$ cat config.mk
export PLATFORM = sky130hd
export DESIGN_NAME = paired_16_32bit_timer
export DESIGN_NICKNAME = d
export VERILOG_FILES = /design/src/rtl/timer_pkg.sv /design/src/rtl/pin_sync.sv /design/src/rtl/timer_prescaler.sv /design/src/rtl/paired_16_32bit_timer.sv
export SDC_FILE = /design/constraint.sdc
export NUM_CORES = 1
export LEC_CHECK = 0
export BUFFER_PORTS_ARGS = -buffer_cell sky130_fd_sc_hd__buf_4
export CELL_PAD_IN_SITES_DETAIL_PLACEMENT = 0
export CELL_PAD_IN_SITES_GLOBAL_PLACEMENT = 1
export CORE_MARGIN = 2
export CORE_UTILIZATION = 40
export CTS_CLUSTER_DIAMETER = 60
export DETAILED_ROUTE_END_ITERATION = 8
export PLACE_DENSITY = 0.78
export SLEW_MARGIN = 20
export SYNTH_ARGS = -nofsm -noshare
export SYNTH_HDL_FRONTEND = slang
export SYNTH_HIERARCHICAL = 1
export SYNTH_SLANG_ARGS = --single-unit
$ cat constraint.sdc
create_clock -name mclk -period 4.7 [get_ports mclk]
set_clock_uncertainty 0.15 [all_clocks]
set_input_delay 0.705 -clock mclk [delete_from_list [all_inputs] [get_ports mclk]]
set_output_delay 0.705 -clock mclk [all_outputs]
set_load 0.005 [all_outputs]
$ cat src/rtl/timer_pkg.sv
package timer_pkg;

  // ************************************************************
  // sizes
  // ************************************************************
  localparam int NUM_TIMERS = 4;                // two pairs of 16-bit timers
  localparam int NUM_PAIRS  = 2;
  localparam int ADC_PAIR   = 1;                // pair that owns the adc trigger

  // ************************************************************
  // register offsets (byte addresses)
  // ************************************************************
  localparam logic [7:0] TIMER_STRIDE = 8'h10;  // one block of four words per timer, three of them used
  localparam logic [7:0] CTRL_OFS     = 8'h00;  // control word within a block
  localparam logic [7:0] COUNT_OFS    = 8'h04;  // count word within a block
  localparam logic [7:0] PERIOD_OFS   = 8'h08;  // period word within a block
  localparam logic [7:0] HOLD_BASE    = 8'h40;  // upper count holding, one word per pair
  localparam logic [7:0] FLAG_OFS     = 8'h48;  // period match flags, write one to clear

  // ************************************************************
  // control field positions
  // ************************************************************
  localparam int RUN_POS       = 15;
  localparam int IDLE_STOP_POS = 13;
  localparam int GATE_POS      = 6;
  localparam int PRESCALE_POS  = 4;             // two bits, 5..4
  localparam int PAIR_POS      = 3;             // lower timer only
  localparam int CLK_SRC_POS   = 1;

  // implemented bits, everything else reads zero
  localparam logic [15:0] LOWER_CTRL_MASK = 16'ha07a;
  localparam logic [15:0] UPPER_CTRL_MASK = 16'ha072;

  // ************************************************************
  // reset values
  // ************************************************************
  localparam logic [15:0] CTRL_RESET   = 16'h0000;
  localparam logic [15:0] COUNT_RESET  = 16'h0000;
  localparam logic [15:0] PERIOD_RESET = 16'hffff;

  // ************************************************************
  // prescale terminal counts (ratio minus one)
  // ************************************************************
  localparam logic [7:0] DIV_1_LAST   = 8'h00;
  localparam logic [7:0] DIV_8_LAST   = 8'h07;
  localparam logic [7:0] DIV_64_LAST  = 8'h3f;
  localparam logic [7:0] DIV_256_LAST = 8'hff;

  // decoded control word
  typedef struct packed {
    logic       run;
    logic       idle_stop;
    logic       gate;
    logic [1:0] prescale;
    logic       pair;
    logic       clk_src;
  } timer_cfg_t;

  // one apb request as seen in the setup phase
  typedef struct packed {
    logic [7:0]  addr;
    logic        write;
    logic [15:0] wdata;
  } apb_req_t;

  // control word to fields
  function automatic timer_cfg_t decode_cfg(input logic [15:0] c);
    timer_cfg_t f;
    f.run       = c[RUN_POS];
    f.idle_stop = c[IDLE_STOP_POS];
    f.gate      = c[GATE_POS];
    f.prescale  = c[PRESCALE_POS +: 2];
    f.pair      = c[PAIR_POS];
    f.clk_src   = c[CLK_SRC_POS];
    return f;
  endfunction

  // prescale code to terminal count
  function automatic logic [7:0] prescale_last(input logic [1:0] code);
    logic [7:0] r;
    r = DIV_1_LAST;
    unique case (code)
      2'h0: r = DIV_1_LAST;
      2'h1: r = DIV_8_LAST;
      2'h2: r = DIV_64_LAST;
      2'h3: r = DIV_256_LAST;
    endcase
    return r;
  endfunction

endpackage

$ cat src/rtl/pin_sync.sv
`timescale 1ns/1ps
// two-flop synchroniser with rising edge detect on the synchronised level
module pin_sync
  import timer_pkg::*;
(
  input  wire logic mclk,
  input  wire logic rst_n,
  input  wire logic pin,
  output logic      level,
  output logic      rise
);

  logic meta_reg;   // first stage, read only by sync_reg
  logic sync_reg;   // second stage
  logic last_reg;   // previous synchronised level

  // ************************************************************
  // synchroniser chain
  // ************************************************************
  always_ff @(posedge mclk or negedge rst_n) begin
    if (!rst_n) begin
      meta_reg <= 1'b0;
      sync_reg <= 1'b0;
      last_reg <= 1'b0;
    end else begin
      meta_reg <= pin;
      sync_reg <= meta_reg;
      last_reg <= sync_reg;
    end
  end

  assign level = sync_reg;
  assign rise  = sync_reg & ~last_reg;

endmodule // pin_sync

$ cat src/rtl/timer_prescaler.sv
`timescale 1ns/1ps
// divides a stream of input ticks by 1, 8, 64 or 256
module timer_prescaler
  import timer_pkg::*;
(
  input  wire logic       mclk,
  input  wire logic       rst_n,
  input  wire logic       tick_in,
  input  wire logic [1:0] prescale,
  input  wire logic       clear,
  output logic            tick_out
);

  logic [7:0] cnt_reg;   // ticks seen since last output
  logic [7:0] last;      // terminal count for the chosen ratio

  assign last     = prescale_last(prescale);
  assign tick_out = tick_in & (cnt_reg == last);

  // ************************************************************
  // divider counter
  // ************************************************************
  always_ff @(posedge mclk or negedge rst_n) begin
    if (!rst_n) begin
      cnt_reg <= 8'h00;
    end else if (clear) begin
      cnt_reg <= 8'h00;
    end else if (tick_in) begin
      cnt_reg <= (cnt_reg == last) ? 8'h00 : cnt_reg + 8'h01;
    end
  end

endmodule // timer_prescaler

$ cat src/rtl/paired_16_32bit_timer.sv
// Decided for this implementation: the address map and the APB register port.
`timescale 1ns/1ps
// How it works
// - pair bit joins lower and upper timers
// - upper control ignored while paired
// - pair uses lower clock, upper flag
// - upper count holds msw, lower lsw
// - upper period msw, lower period lsw
// - pair matches on full 32-bit compare
// - run bit starts and stops counting
// - idle-stop bit halts timer in idle
// - gate bit honoured only on internal clock
// - prescale divides by 1, 8, 64, 256
// - clock source picks pin edges or mclk
// - control write while running clears prescaler
// - single timers count synchronously only
// - one pair drives the adc trigger
// - unimplemented bits zero, controls reset zero
module paired_16_32bit_timer
  import timer_pkg::*;
(
  input  wire logic                  mclk,
  input  wire logic                  rst_n,
  // apb slave
  input  wire logic                  psel,
  input  wire logic                  penable,
  input  wire logic                  pwrite,
  input  wire logic [7:0]            paddr,
  input  wire logic [31:0]           pwdata,
  output logic      [31:0]           prdata,
  output logic                       pready,
  output logic                       pslverr,
  // system
  input  wire logic                  idle_mode,
  input  wire logic [NUM_TIMERS-1:0] external_clock_pin,
  output logic      [NUM_TIMERS-1:0] match_flag,
  output logic                       adc_trigger
);

  // ************************************************************
  // storage
  // ************************************************************
  logic [15:0]           ctrl_reg   [NUM_TIMERS];   // control words
  logic [15:0]           count_reg  [NUM_TIMERS];   // count words
  logic [15:0]           period_reg [NUM_TIMERS];   // period words
  logic [15:0]           hold_reg   [NUM_PAIRS];    // upper count captured on lower read
  logic [NUM_TIMERS-1:0] flag_reg;                  // sticky period match flags
  logic [31:0]           prdata_reg;                // read data, loaded in setup phase
  logic                  miss_reg;                  // setup phase hit no register
  logic                  adc_reg;                   // adc trigger pulse

  // ************************************************************
  // per-timer decoded state
  // ************************************************************
  timer_cfg_t            cfg       [NUM_TIMERS];    // fields of each control word
  logic [NUM_TIMERS-1:0] pin_level;                 // synchronised pin levels
  logic [NUM_TIMERS-1:0] pin_rise;                  // synchronised pin rising edges
  logic [NUM_TIMERS-1:0] src_tick;                  // raw counting source per timer
  logic [NUM_TIMERS-1:0] run_ok;                    // running and not idled
  logic [NUM_TIMERS-1:0] pre_clear;                 // prescaler clear request
  logic [NUM_TIMERS-1:0] cnt_tick;                  // prescaled counting tick
  logic [NUM_TIMERS-1:0] match_hit;                 // period match this tick
  logic [NUM_TIMERS-1:0] ctrl_wr;                   // control write this cycle
  logic [NUM_TIMERS-1:0] count_wr;                  // count write this cycle
  logic [NUM_TIMERS-1:0] period_wr;                 // period write this cycle
  logic [NUM_TIMERS-1:0] count_rd;                  // count read this cycle
  logic [NUM_PAIRS-1:0]  paired;                    // pair bit of each lower timer
  logic                  flag_wr;                   // flag clear write this cycle

  // ************************************************************
  // apb access phase
  // ************************************************************
  apb_req_t req;                                    // request fields
  logic     access;                                 // access phase, zero wait states

  assign req.addr  = paddr;
  assign req.write = pwrite;
  assign req.wdata = pwdata[15:0];
  assign access    = psel & penable;
  assign pready    = 1'b1;
  assign pslverr   = access & miss_reg;
  assign prdata    = prdata_reg;
  assign match_flag = flag_reg;
  assign adc_trigger = adc_reg;

  // address of one register of one timer
  function automatic logic [7:0] timer_addr(input int t, input logic [7:0] ofs);
    return 8'(t * TIMER_STRIDE) + ofs;
  endfunction

  // ************************************************************
  // write and read strobes
  // ************************************************************
  always_comb begin
    for (int t = 0; t < NUM_TIMERS; t++) begin
      ctrl_wr[t]   = access & req.write & (req.addr == timer_addr(t, CTRL_OFS));
      count_wr[t]  = access & req.write & (req.addr == timer_addr(t, COUNT_OFS));
      period_wr[t] = access & req.write & (req.addr == timer_addr(t, PERIOD_OFS));
      count_rd[t]  = access & ~req.write & (req.addr == timer_addr(t, COUNT_OFS));
    end
    flag_wr = access & req.write & (req.addr == FLAG_OFS);
  end

  // ************************************************************
  // pins and prescalers
  // ************************************************************
  for (genvar t = 0; t < NUM_TIMERS; t++) begin : g_timer
    pin_sync u_sync (
      .mclk  (mclk),
      .rst_n (rst_n),
      .pin   (external_clock_pin[t]),
      .level (pin_level[t]),
      .rise  (pin_rise[t])
    );

    // lower timer's settings steer the pair
    localparam int LOW = (t / 2) * 2;
    timer_cfg_t eff;
    always_comb begin
      eff = (paired[t/2] && (t % 2 == 1)) ? cfg[LOW] : cfg[t];
    end

    // source: pin edges, plain mclk, or mclk gated by the pin level
    always_comb begin
      if (eff.clk_src) begin
        src_tick[t] = pin_rise[t - (t % 2) * (paired[t/2] ? 1 : 0)];
      end else if (eff.gate) begin
        src_tick[t] = pin_level[t - (t % 2) * (paired[t/2] ? 1 : 0)];
      end else begin
        src_tick[t] = 1'b1;
      end
      run_ok[t] = eff.run & ~(eff.idle_stop & idle_mode);
    end

    // any control write during run clears this prescaler
    assign pre_clear[t] = ctrl_wr[t] & cfg[t].run;

    timer_prescaler u_pre (
      .mclk     (mclk),
      .rst_n    (rst_n),
      .tick_in  (src_tick[t] & run_ok[t]),
      .prescale (eff.prescale),
      .clear    (pre_clear[t]),
      .tick_out (cnt_tick[t])
    );
  end

  // ************************************************************
  // control decode and pair mode
  // ************************************************************
  always_comb begin
    for (int t = 0; t < NUM_TIMERS; t++) begin
      cfg[t] = decode_cfg(ctrl_reg[t]);
    end
    for (int p = 0; p < NUM_PAIRS; p++) begin
      paired[p] = cfg[2*p].pair;
    end
  end

  // ************************************************************
  // period match detect
  // ************************************************************
  always_comb begin
    for (int p = 0; p < NUM_PAIRS; p++) begin
      if (paired[p]) begin
        // full 32-bit compare, flag lands on the upper timer
        match_hit[2*p]   = 1'b0;
        match_hit[2*p+1] = cnt_tick[2*p] &
          ({count_reg[2*p+1], count_reg[2*p]} ==
           {period_reg[2*p+1], period_reg[2*p]});
      end else begin
        match_hit[2*p]   = cnt_tick[2*p]   & (count_reg[2*p]   == period_reg[2*p]);
        match_hit[2*p+1] = cnt_tick[2*p+1] & (count_reg[2*p+1] == period_reg[2*p+1]);
      end
    end
  end

  // ************************************************************
  // control registers
  // ************************************************************
  always_ff @(posedge mclk or negedge rst_n) begin
    if (!rst_n) begin
      for (int t = 0; t < NUM_TIMERS; t++) begin
        ctrl_reg[t] <= CTRL_RESET;
      end
    end else begin
      for (int t = 0; t < NUM_TIMERS; t++) begin
        if (ctrl_wr[t]) begin
          // unimplemented bits are never stored
          ctrl_reg[t] <= req.wdata & ((t % 2 == 0) ? LOWER_CTRL_MASK
                                                   : UPPER_CTRL_MASK);
        end
      end
    end
  end

  // ************************************************************
  // period registers
  // ************************************************************
  always_ff @(posedge mclk or negedge rst_n) begin
    if (!rst_n) begin
      for (int t = 0; t < NUM_TIMERS; t++) begin
        period_reg[t] <= PERIOD_RESET;
      end
    end else begin
      for (int t = 0; t < NUM_TIMERS; t++) begin
        if (period_wr[t]) begin
          period_reg[t] <= req.wdata;
        end
      end
    end
  end

  // ************************************************************
  // count registers
  // ************************************************************
  always_ff @(posedge mclk or negedge rst_n) begin
    if (!rst_n) begin
      for (int t = 0; t < NUM_TIMERS; t++) begin
        count_reg[t] <= COUNT_RESET;
      end
    end else begin
      for (int p = 0; p < NUM_PAIRS; p++) begin
        if (paired[p]) begin
          // one 32-bit counter, upper word is msw
          if (cnt_tick[2*p]) begin
            if (match_hit[2*p+1]) begin
              count_reg[2*p+1] <= COUNT_RESET;
              count_reg[2*p]   <= COUNT_RESET;
            end else begin
              {count_reg[2*p+1], count_reg[2*p]} <=
                {count_reg[2*p+1], count_reg[2*p]} + 32'h0000_0001;
            end
          end
        end else begin
          // two independent 16-bit counters
          for (int k = 2*p; k < 2*p + 2; k++) begin
            if (cnt_tick[k]) begin
              count_reg[k] <= match_hit[k] ? COUNT_RESET
                                           : count_reg[k] + 16'h0001;
            end
          end
        end
        // software writes win over a count tick
        for (int k = 2*p; k < 2*p + 2; k++) begin
          if (count_wr[k]) begin
            count_reg[k] <= req.wdata;
          end
        end
      end
    end
  end

  // ************************************************************
  // upper count holding, captured when the lower word is read
  // ************************************************************
  always_ff @(posedge mclk or negedge rst_n) begin
    if (!rst_n) begin
      for (int p = 0; p < NUM_PAIRS; p++) begin
        hold_reg[p] <= COUNT_RESET;
      end
    end else begin
      for (int p = 0; p < NUM_PAIRS; p++) begin
        if (count_rd[2*p]) begin
          hold_reg[p] <= count_reg[2*p+1];
        end
      end
    end
  end

  // ************************************************************
  // match flags, a new match beats a clear in the same cycle
  // ************************************************************
  always_ff @(posedge mclk or negedge rst_n) begin
    if (!rst_n) begin
      flag_reg <= '0;
    end else begin
      flag_reg <= (flag_reg & ~(flag_wr ? req.wdata[NUM_TIMERS-1:0] : '0))
                  | match_hit;
    end
  end

  // ************************************************************
  // adc trigger from the designated pair
  // ************************************************************
  always_ff @(posedge mclk or negedge rst_n) begin
    if (!rst_n) begin
      adc_reg <= 1'b0;
    end else begin
      // upper timer match in both modes, the pair lands there too
      adc_reg <= match_hit[2*ADC_PAIR+1];
    end
  end

  // ************************************************************
  // read data, prepared in the setup phase
  // ************************************************************
  always_ff @(posedge mclk or negedge rst_n) begin
    if (!rst_n) begin
      prdata_reg <= 32'h0000_0000;
      miss_reg   <= 1'b0;
    end else if (psel && !penable) begin
      prdata_reg <= 32'h0000_0000;
      miss_reg   <= 1'b1;
      for (int t = 0; t < NUM_TIMERS; t++) begin
        if (req.addr == timer_addr(t, CTRL_OFS)) begin
          prdata_reg <= {16'h0000, ctrl_reg[t]};
          miss_reg   <= 1'b0;
        end
        if (req.addr == timer_addr(t, COUNT_OFS)) begin
          prdata_reg <= {16'h0000, count_reg[t]};
          miss_reg   <= 1'b0;
        end
        if (req.addr == timer_addr(t, PERIOD_OFS)) begin
          prdata_reg <= {16'h0000, period_reg[t]};
          miss_reg   <= 1'b0;
        end
      end
      for (int p = 0; p < NUM_PAIRS; p++) begin
        if (req.addr == HOLD_BASE + 8'(p * 4)) begin
          prdata_reg <= {16'h0000, hold_reg[p]};
          miss_reg   <= 1'b0;
        end
      end
      if (req.addr == FLAG_OFS) begin
        prdata_reg <= {28'h000_0000, flag_reg};
        miss_reg   <= 1'b0;
      end
    end
  end

  // software order on setup is its own concern: need
  // no hardware, a run bit set early simply starts counting at once

endmodule // paired_16_32bit_timer

* Yosys cells after proc, flatten, opt, wreduce, memory -nomap -nowiden
Index checks and enable logic that the tools add are counted.
** Cells by class
- Equal/unequal tests :: 38
- Div/mod/pow operators :: 0
- Shift-type cells :: 0
- $mul :: 0
- Add/sub/neg operators :: 12
- Bitwise gates (word level) :: 61
- Order comparisons :: 2
- Reduce and logical (&&, ||, !) cells :: 17
- Multiplexer cells :: 91
** Operators by type and width (count)
- 32-bit two-way mux :: 20
- 16-bit two-way mux :: 13
- 8-bit one-hot mux with 4 select lines :: 4
- 8-bit two-way mux :: 12
- 16-bit by 1-bit adder with 16-bit output, second input constant :: 4
- 32-bit by 1-bit adder with 32-bit output, second input constant :: 2
- 16-bit == test :: 4
- 32-bit == test :: 2
- 1-bit bitwise AND :: 49
- 8-bit by 6-bit == test with 1-bit output, second input constant :: 6
- 1-bit two-way mux :: 33
- 8-bit by 1-bit adder with 8-bit output, second input constant :: 4
- 8-bit == test :: 4
- 8-bit by 5-bit == test with 1-bit output, second input constant :: 3
- 8-bit by 7-bit == test with 1-bit output, second input constant :: 3
- 2-bit == test, second input constant :: 8
- 7-bit two-way mux :: 2
- 2-bit nonzero test :: 6
- 1-bit inverter :: 9
- 1-bit binary-select mux with 2-bit select :: 4
- 2-bit by 1-bit == test with 1-bit output, second input constant :: 4
- 8-bit by 3-bit == test with 1-bit output, second input constant :: 1
- 8-bit by 4-bit == test with 1-bit output, second input constant :: 1
- 2-bit logical NOT :: 4
- 15 further kinds :: 19
** Word-level totals
- Logic and storage cells :: 255
- Bits in writable memories :: 0
- Memories kept :: 0
- Memory bits (read-only) :: 0
- Latch bits :: 0
- Register bits :: 268

* Depth between registers and ports, before layout
Gate-level depths: netlist (run 1).
- Word-level depth :: 16
- Gate-level depth with buffers :: 15
- Gate-level depth less buffers :: 12

* Modules after synthesis
Netlist (run 1), hierarchy kept.
** Modules (own cells, without submodules)
- paired_16_32bit_timer :: seq. area each 5285.1 um^2, cells each 1282, times used 1, area an instance 12617.1 um^2
- timer_prescaler :: seq. area each 200.2 um^2, cells each 48, times used 4, area an instance 493.0 um^2
- pin_sync :: seq. area each 75.1 um^2, cells each 4, times used 4, area an instance 88.8 um^2

* Least setup slack after synthesis (run 1)
OpenSTA, ideal clock, no wires.
- Path kind :: in2reg
- Start point :: in idle_mode
- End point :: reg count_reg[39] (netlist bit)
- Required time :: 4.424 ns
- Stages on the path :: 11
- Path slack :: 0.681 ns
- Data arrival time :: 3.743 ns
- Setup time :: 0.126 ns
- Cells stage by stage :: a2111oi_0 -> a32o_1 -> clkbuf_1 -> and2_1 -> nor2_1 -> nor3_1 -> nand4_1 -> or2_2 -> o21ai_2 -> o21ai_0 -> a221o_1
** On the way
- Word-level cells in the longest chain between the ends :: 11
- Elaborated cells between the ends (all ways) :: 22
- Those cells by class :: eq/ne: 1; mux: 7; bitwise: 12; reduce/logical: 2
** Ends and longest elaborated chain
- start: declaration :: line paired_16_32bit_timer.sv:34 : input wire logic idle_mode,
- 1-bit bitwise AND * :: line paired_16_32bit_timer.sv:132 : run_ok[t] = eff.run & ~(eff.idle_stop & idle_mode);
- 1-bit inverter * :: line paired_16_32bit_timer.sv:132
- 1-bit bitwise AND * :: line paired_16_32bit_timer.sv:132
- 1-bit bitwise AND * :: line paired_16_32bit_timer.sv:141 : .tick_in (src_tick[t] & run_ok[t]),
- 1-bit bitwise AND * :: line timer_prescaler.sv:18 : assign tick_out = tick_in & (cnt_reg == last);
- via cnt_tick[1] :: line paired_16_32bit_timer.sv:61 : logic [NUM_TIMERS-1:0] cnt_tick;
- 1-bit bitwise AND :: line paired_16_32bit_timer.sv:173 : match_hit[2*p+1] = cnt_tick[2*p+1] & (count_reg[2*p+1] == period_reg[2*p+1]);
- 2-bit two-way mux :: line paired_16_32bit_timer.sv:165 : if (paired[p]) begin
- 16-bit two-way mux or 32-bit two-way mux (tied branches) :: line paired_16_32bit_timer.sv:239, paired_16_32bit_timer.sv:227
- 16-bit two-way mux or 32-bit two-way mux (tied branches) :: line paired_16_32bit_timer.sv:238, paired_16_32bit_timer.sv:226
- 32-bit two-way mux :: line paired_16_32bit_timer.sv:224 : if (paired[p]) begin
- 16-bit two-way mux :: line paired_16_32bit_timer.sv:246 : if (count_wr[k]) begin
- end signal: indexed assignment :: line paired_16_32bit_timer.sv:231 : {count_reg[2*p+1], count_reg[2*p]} <=
- end signal: indexed assignment :: line paired_16_32bit_timer.sv:239 : count_reg[k] <= match_hit[k] ? COUNT_RESET
- end signal: indexed assignment :: line paired_16_32bit_timer.sv:247 : count_reg[k] <= req.wdata;
- end: declaration :: line paired_16_32bit_timer.sv:44 : logic [15:0] count_reg [NUM_TIMERS];
The timed path passes the listed nets; every way through them passes the cells marked *. The select of a mux whose other input is x is not followed.
A chain may end at the register's enable or synchronous reset.

==> results.md, run 1 <==
- YS warnings: 6
- Standard-cell row count: 70
- First element of the critical path: cfg[24]
- Startpoint type of the worst setup path: flip-flop
- Type of the tightest min-delay check: in2async
- Level count of the clock H-tree: 1
- Cell type contributing the most total cell area after synthesis: sky130_fd_sc_hd__dfrtp_1
- Proportion of synthesized area in mux cells: 9.96%
- Fraction of layout instances using a drive strength above 1: 25.1%
- Max IR drop VDD: 238 µV
- Routed Wire Length: 47,800 µm
- TritonCTS buffer count: 31
- Register bit count reported by yosys: 252
- Number of top-level pins: 89
- Element type at the critical path end: flip-flop
- Cell depth of the worst setup path: 11
- Run status: completed
- Setup repair after global routing missed its margin: false
- # Max-Cap Violations: 0
- Kind of critical path: reg2reg
- Mapped Area: 14,900 µm²
- Cell breakdown of the critical path: mux2_2 -> or4_4 -> a221oi_4 -> and2_1 -> nor2_1 -> nor3_1 -> nand4_1 -> o2111a_1 -> a31oi_4 -> o22ai_1 -> a221o_1
- Initial core utilization: 40.7%
- Sum of overflow across all layers after global routing: 0
- Xor and xnor fraction of the mapped netlist area: 6.45%
- Endpoint of the most critical setup path: count_reg[50]
- Average cell area after synthesis: 10.0 µm²
- Share of the clock period used by the worst path after layout: 85.2%
- Vias per inst: 6.23
- Post-synthesis instance total: 1,490
- Final HPWL from detailed placement: 34,000 µm
- Core region area: 36,700 µm²
- DRC errors left: 0
- Fin nets: 1,561
- Simple-gate share of the synthesized area: 17.5%
- Vias in the first global route: 12,000
- Largest family of logic cells by synthesized area: compound AO/OA/AOI/OAI gates
- Critical path arrival: 4290 ps
- Clock Path Buffers: 3
- Number of cells after detailed placement: 1,938
- Transition time at the pin with the least slew margin: 1110 ps
- Clk_lat worst skew: 560 ps
- Post-CTS Setup Repair Bufs: 0
- CTS tree: yes
- Input/output buffers: 55
- Die outline width: 197 µm
- Count of filler cells inserted in the layout: 3,465
- Max stage delay on crit path: 500 ps
- Final Hold Violating Endpoints: 0
- Synth top area share: 31.5%
- Wire length of the first global-routing pass: 72,900 µm
- Sequential area share after synthesis: 42.7%
- Clock Sink Count: 252
- Hold buffers post-CTS: 0
- Most frequently used flop master after synthesis: sky130_fd_sc_hd__dfrtp_1
- Static Leak: 7.09 nW
- Relative slew margins: 25.6%
- Final setup viols: 0
- Final Slew Violations: 0
- Number of antenna violations at the first check in global routing: 0
- Crit path max-delay cell type: sky130_fd_sc_hd__or4_4
- Post-route antenna net violation count: 0
- Worst r2r src: cfg[24]
- Multi-input gate area: 7920 µm²
- Setup slack of the most critical reg-to-reg path: 700 ps
- Resize count post-CTS: 0
- Routed wirelength normalized by instance count: 24.0 µm
- Max Fanout on Critical Path: 20
- Die Footprint: 38,900 µm²
- Number of enable-type register cells in the synthesized netlist: 0
- Critical Path RT: 4990 ps
- CTS clock-pin slew for the worst setup and hold paths: 60 ps
- Setup tns final: 0 ps
- Clock tree root buffer cell: sky130_fd_sc_hd__clkbuf_16
- Total track usage: 24.3%
- Final period demand of the worst path: 4000 ps
- Share of synthesized cell area in full adder, half adder and majority cells: 0.670%
- Die height: 197 µm
- Category of cells accounting for the largest share of critical-path delay: compound AO/OA/AOI/OAI gates
- Power per Cell Area: 310 nW/µm²
- Flip-flop and latch area: 6390 µm²
- Pin count of the biggest net entering global routing: 97
- Antenna diode count: 0
- Number of detailed-route iterations in the first pass: 7
- Most area-consuming cells after synthesis: sky130_fd_sc_hd__dfrtp_1, sky130_fd_sc_hd__dfstp_2, sky130_fd_sc_hd__mux2_2, sky130_fd_sc_hd__xor2_1, sky130_fd_sc_hd__nand2_1
- Final instance count without filler cells: 1,994
- Async set-or-reset flop fraction in the synthesized netlist: 100%
- Number of distinct standard cells referenced by the synthesized netlist: 95
- Total via count after detailed routing: 12,400
- Compound-cell area share of the yosys netlist: 17.8%
- Drt first-iter violations: 1,378
- Reg2reg end: count_reg[50]
- Buf+Inv Stages, Crit Path: 0
- GPL Wtd Cong: 0.937
- Area Overhead vs Synth: 11.4%
- Peak clock frequency supported by timing: 0.250 GHz
- Path depth of the worst reg2reg path: 11
-- cells in the final DEF (no fill, tap or decap), drive strengths merged, types with 7 or more instances in the layout --
cell	synthesis	final
a211oi	31	31
a21oi	44	44
a221o	24	24
a221oi	26	26
a222oi	16	16
a22oi	32	32
a31oi	7	7
and2	11	11
and3	32	32
buf	66	89
clkbuf	58	45
clkinv	0	7
conb	2	17
dfrtp	188	188
dfstp	64	64
ha	8	8
inv	19	19
mux2	126	126
mux2i	7	7
nand2	128	128
nand2b	11	11
nand3	39	39
nand3b	9	9
nand4	32	32
nor2	107	107
nor2b	9	9
nor3	24	24
nor4	19	19
nor4b	7	7
o2111ai	12	12
o211ai	8	8
o21a	8	8
o21ai	76	76
o22ai	28	28
o31ai	9	9
or3	16	16
or4	12	12
xnor2	34	34
xor2	76	76
-- power breakdown --
part	switching [mW]	total (mW)	internal, mW	leakage (nW)
registers	0.0980	2.35	2.25	3.19
logic	0.287	0.463	0.176	3.41
clock network	0.936	2.36	1.42	0.487
total	1.32	5.17	3.84	7.09
-- worst reg2reg max path: stages, from the launching register on --
cell                       delay, ps
sky130_fd_sc_hd__dfrtp_1         460
sky130_fd_sc_hd__mux2_2          350
sky130_fd_sc_hd__or4_4           500
sky130_fd_sc_hd__a221oi_4        480
sky130_fd_sc_hd__and2_1          200
sky130_fd_sc_hd__nor2_1           90
sky130_fd_sc_hd__nor3_1          170
sky130_fd_sc_hd__nand4_1         210
sky130_fd_sc_hd__o2111a_1        330
sky130_fd_sc_hd__a31oi_4         460
sky130_fd_sc_hd__o22ai_1         170
sky130_fd_sc_hd__a221o_1         320
-- cell families after synthesis --
kind of cell,after synthesis
simple gates,481
buf+inv,143
mux,133
compound gates,361
xor+xnor,110
flops,252
other cells,2
fa+ha+maj,8
-- through the flow --
stage                     instance area, µm²  utilization [%]  setup WS (ps)  hold slack, ps  power, mW
after floorplan                        15000                -            681             181       2.63
after global placement                 15600             42.6            797             185       2.83
after detailed placement               15600             42.6            737             189       2.84
after CTS                              16600             45.3            704            61.2       5.21
after global routing                   16600             45.4            479            87.3       5.36
final                                  16600             45.4            697            28.3       5.17
-- cells in the mapped netlist, drive strengths merged, types with 32 or more instances --
| cell type | instances |
|---|---|
| dfrtp | 188 |
| nand2 | 128 |
| mux2 | 126 |
| nor2 | 107 |
| o21ai | 76 |
| xor2 | 76 |
| buf | 66 |
| dfstp | 64 |
| clkbuf | 58 |
| a21oi | 44 |
| nand3 | 39 |
| xnor2 | 34 |
| a22oi | 32 |
| and3 | 32 |
| nand4 | 32 |
-- final cells by class --
type | instances | area share [%]
repair buffers | 89 | 4.13
flip-flops and latches | 252 | 38.4
inverters | 19 | 0.428
clock inverters | 11 | 0.819
multi-input cells | 1110 | 47.6
well taps | 468 | 3.52
clock buffers | 45 | 5.16
-- layer usage --
metal | routed length (µm) | up-vias | GRT usage (%)
li1 | - | 5558 | -
met1 | 21100 | 6293 | 34.2
met2 | 22200 | 492 | 39.2
met3 | 3270 | 86 | 3.52
met4 | 1210 | 0 | 6.10
met5 | 0 | - | 0
-- worst min-delay path by stage --
stage	to	slack, ps	depth (start not counted)
final	g_timer[3].u_pre/cnt_reg[6]	30	1
after detailed placement	g_timer[0].u_sync/level	190	0
after global placement	g_timer[3].u_sync/level	180	0
after floorplan	g_timer[0].u_sync/level	180	0
after CTS	g_timer[3].u_pre/cnt_reg[6]	60	1
after global routing	g_timer[3].u_pre/cnt_reg[6]	90	1
Note: power is estimated with default switching activity, not from simulation.
==> run 2: changes to the inputs <==
- PLACE_DENSITY: 0.78 -> 0.79
- SYNTH_HIERARCHICAL: 1 -> unset
==> results.md, run 2 <==
- Max IR drop VDD: 302 µV (+27%)
- Number of distinct standard cells referenced by the synthesized netlist: 85 (-11%)
- Power per Cell Area: 312 nW/µm² (+0.68%)
- Wire length of the first global-routing pass: 72,400 µm (-0.63%)
- Area Overhead vs Synth: 12.3%
- Async set-or-reset flop fraction in the synthesized netlist: 100% (unchanged)
- Standard-cell row count: 69 (-1.4%)
- Clock Sink Count: 252 (unchanged)
- Count leader, synth: sky130_fd_sc_hd__nand2_1
- # Max-Cap Violations: 0 (unchanged)
- Average cell area after synthesis: 9.42 µm² (-6.0%)
- Final HPWL from detailed placement: 33,400 µm (-1.9%)
- Kind of critical path: reg2reg
- Synth top area share: 32.2% (+0.77 points)
- Vias in the first global route: 12,000 (+0.27%)
- Commonest non-fill, non-tap cell in the layout: sky130_fd_sc_hd__nand2_1
- Post-CTS Setup Repair Bufs: 0 (unchanged)
- Setup repair after global routing missed its margin: false
- Routed wirelength normalized by instance count: 22.8 µm (-4.9%)
- Share of the clock period used by the worst path after layout: 72.7% (-12 points)
- Clk_lat worst skew: 560 ps (about the same)
- Post-route antenna net violation count: 0 (unchanged)
- Sequential area share after synthesis: 43.8% (+1.0 points)
- Number of cells after detailed placement: 1,995 (+2.9%)
- TritonCTS buffer count: 30 (-3.2%)
- Relative slew margins: 25.0% (-0.62 points)
- Fraction of layout instances using a drive strength above 1: 21.3% (-3.8 points)
- Pin count of the biggest net entering global routing: 114 (+18%)
- Final Slew Violations: 0 (unchanged)
- CTS clock-pin slew for the worst setup and hold paths: 60 ps (about the same)
- Cell breakdown of the critical path: nand2b_1 -> a2111oi_1 -> inv_1 -> a211oi_1 -> nor2_1 -> buf_4 -> or3_1 -> a21bo_2 -> a21oi_1
- Transition time at the pin with the least slew margin: 1120 ps (+9.33 ps)
- Number of top-level pins: 89 (unchanged)
- Post-synthesis instance total: 1,548 (+3.9%)
- Total via count after detailed routing: 12,500 (+0.84%)
- Number of antenna violations at the first check in global routing: 0 (unchanged)
- Sum of overflow across all layers after global routing: 0 (unchanged)
- Buf+Inv Stages, Crit Path: 2 (+2)
- Run status: completed
- Number of detailed-route iterations in the first pass: 8 (+1)
- Pre-CTS setup slack: 889 ps (+152 ps)
- Most frequently used flop master after synthesis: sky130_fd_sc_hd__dfrtp_1
- DRC errors left: 0 (unchanged)
- Resize count post-CTS: 0 (unchanged)
- Fin nets: 1,624 (+4.0%)
- Drt first-iter violations: 1,208 (-12%)
- Top cell types by occurrence after synthesis: sky130_fd_sc_hd__nand2_1, sky130_fd_sc_hd__dfrtp_1, sky130_fd_sc_hd__o21ai_0
- Critical path arrival: 3760 ps (-530 ps)
- Vias per inst: 6.11 (-2.0%)
- Final instance count without filler cells: 2,051 (+2.9%)
- Static Leak: 6.95 nW (-1.9%)
- Clock tree root buffer cell: sky130_fd_sc_hd__clkbuf_16
- Category of cells accounting for the largest share of critical-path delay: compound AO/OA/AOI/OAI gates
- YS warnings: 0 (-6)
- Most area-consuming cells after synthesis: sky130_fd_sc_hd__dfrtp_1, sky130_fd_sc_hd__dfstp_2, sky130_fd_sc_hd__mux2_2, sky130_fd_sc_hd__nand2_1, sky130_fd_sc_hd__o21ai_0
- Final period demand of the worst path: 3420 ps (-584 ps)
- Setup slack of the most critical reg-to-reg path: 1280 ps (+580 ps)
- Max stage delay on crit path: 650 ps (+150 ps)
- Input/output buffers: 55 (unchanged)
- GPL Wtd Cong: 0.905 (-3.4%)
- Critical Path RT: 5040 ps (+50 ps)
- Core occupancy in the finished layout: 45.8% (+0.47 points)
- Die outline width: 195 µm (-1.2%)
- Element type at the critical path end: flip-flop
- Setup tns final: 0 ps (unchanged)
- Antenna diode count: 0 (unchanged)
- Crit path max-delay cell type: sky130_fd_sc_hd__dfrtp_1
- Min setup slack post-route: 1280 ps (+584 ps)
- Reg2reg end: count_reg[45]
- Worst r2r src: cfg[22]
- Register bit count reported by yosys: 252 (unchanged)
- Number of enable-type register cells in the synthesized netlist: 0 (unchanged)
- Final setup viols: 0 (unchanged)
- Path depth of the worst reg2reg path: 9 (-2)
- Startpoint type of the worst setup path: flip-flop
- Clock Path Buffers: 3 (unchanged)
- Level count of the clock H-tree: 1 (unchanged)
- Commonest non-fill, non-tap cells in the layout: sky130_fd_sc_hd__nand2_1, sky130_fd_sc_hd__dfrtp_1, sky130_fd_sc_hd__o21ai_0
- Routed Wire Length: 46,800 µm (-2.2%)
- CTS tree: yes
- Mapped Area: 14,600 µm² (-2.4%)
- Die Footprint: 38,000 µm² (-2.3%)
- Hold buffers post-CTS: 0 (unchanged)
- Peak clock frequency supported by timing: 0.292 GHz (+17%)
- Total track usage: 24.5% (+0.24 points)
- Count of filler cells inserted in the layout: 3,478 (+0.38%)
- Type of the tightest min-delay check: in2async
- Cell type contributing the most total cell area after synthesis: sky130_fd_sc_hd__dfrtp_1
- Initial core utilization: 40.8% (+0.091 points)
- Core region area: 35,700 µm² (-2.6%)
- Final Hold Violating Endpoints: 0 (unchanged)
- Die height: 195 µm (-1.2%)
- Max Fanout on Critical Path: 18 (-10%)
==> run 2: changes by cell type in the layout (fill, tap and decap cells not counted), sizes merged, moves of 22 or more <==
cell   previous run  this run
a21oi            44        66
a221o            24         0
nand2           128       193
o21ai            76       129
xor2             76        42
==> run 2: worst max path at each step <==
stage,slack [ps],depth (start not counted),endpoint,from
2_1_floorplan,1750,6,hold_reg[22],paddr[5]
3_3_place_gp,910,8,prdata[15],paddr[1]
3_5_place_dp,890,8,prdata[13],paddr[1]
4_1_cts,1320,9,count_reg[45],cfg[22]
5_1_grt,1060,8,prdata[13],paddr[1]
6_report,1280,9,count_reg[45],cfg[22]
==> run 2: kinds of logic after synthesis <==
| logic type | synth area share (%) |
|---|---|
| other cells | 0.0515 |
| flops | 43.8 |
| mux | 8.83 |
| fa+ha+maj | 0.686 |
| simple gates | 19.5 |
| xor+xnor | 5.58 |
| buf+inv | 4.08 |
| compound gates | 17.5 |
==> run 2: area by class of cell <==
type	count	area (µm²)	share of cell area (%)
Clock inverter	12	160	0.978
Timing Repair Buffer	81	616	3.76
Tap cell	461	577	3.52
Sequential cell	252	6390	39.0
Clock buffer	44	875	5.34
Inverter	18	67.6	0.412
Multi-Input combinational cell	1183	7700	47.0
==> run 2: where the power goes <==
group	internal [mW]	leakage, nW	switching (mW)
registers	2.23	3.14	0.0840
logic	0.135	3.29	0.240
clock network	1.50	0.515	0.929
total	3.86	6.95	1.25
==> run 2: per-layer routing <==
layer | global-route usage, % | wire [µm] | vias up
met5 | 0 | 0 | -
met4 | 8.09 | 1600 | 0
met3 | 4.72 | 3680 | 103
met2 | 37.2 | 20400 | 522
met1 | 35.1 | 21100 | 6243
li1 | - | - | 5665
==> run 2: through the flow <==
step,hold WS [ps],power (mW),instance area (µm²)
6_report,82.5,5.12,16400
5_1_grt,86.5,5.28,16400
4_1_cts,79.6,5.15,16400
3_5_place_dp,187,2.72,15300
3_3_place_gp,183,2.71,15300
2_1_floorplan,181,2.53,14600
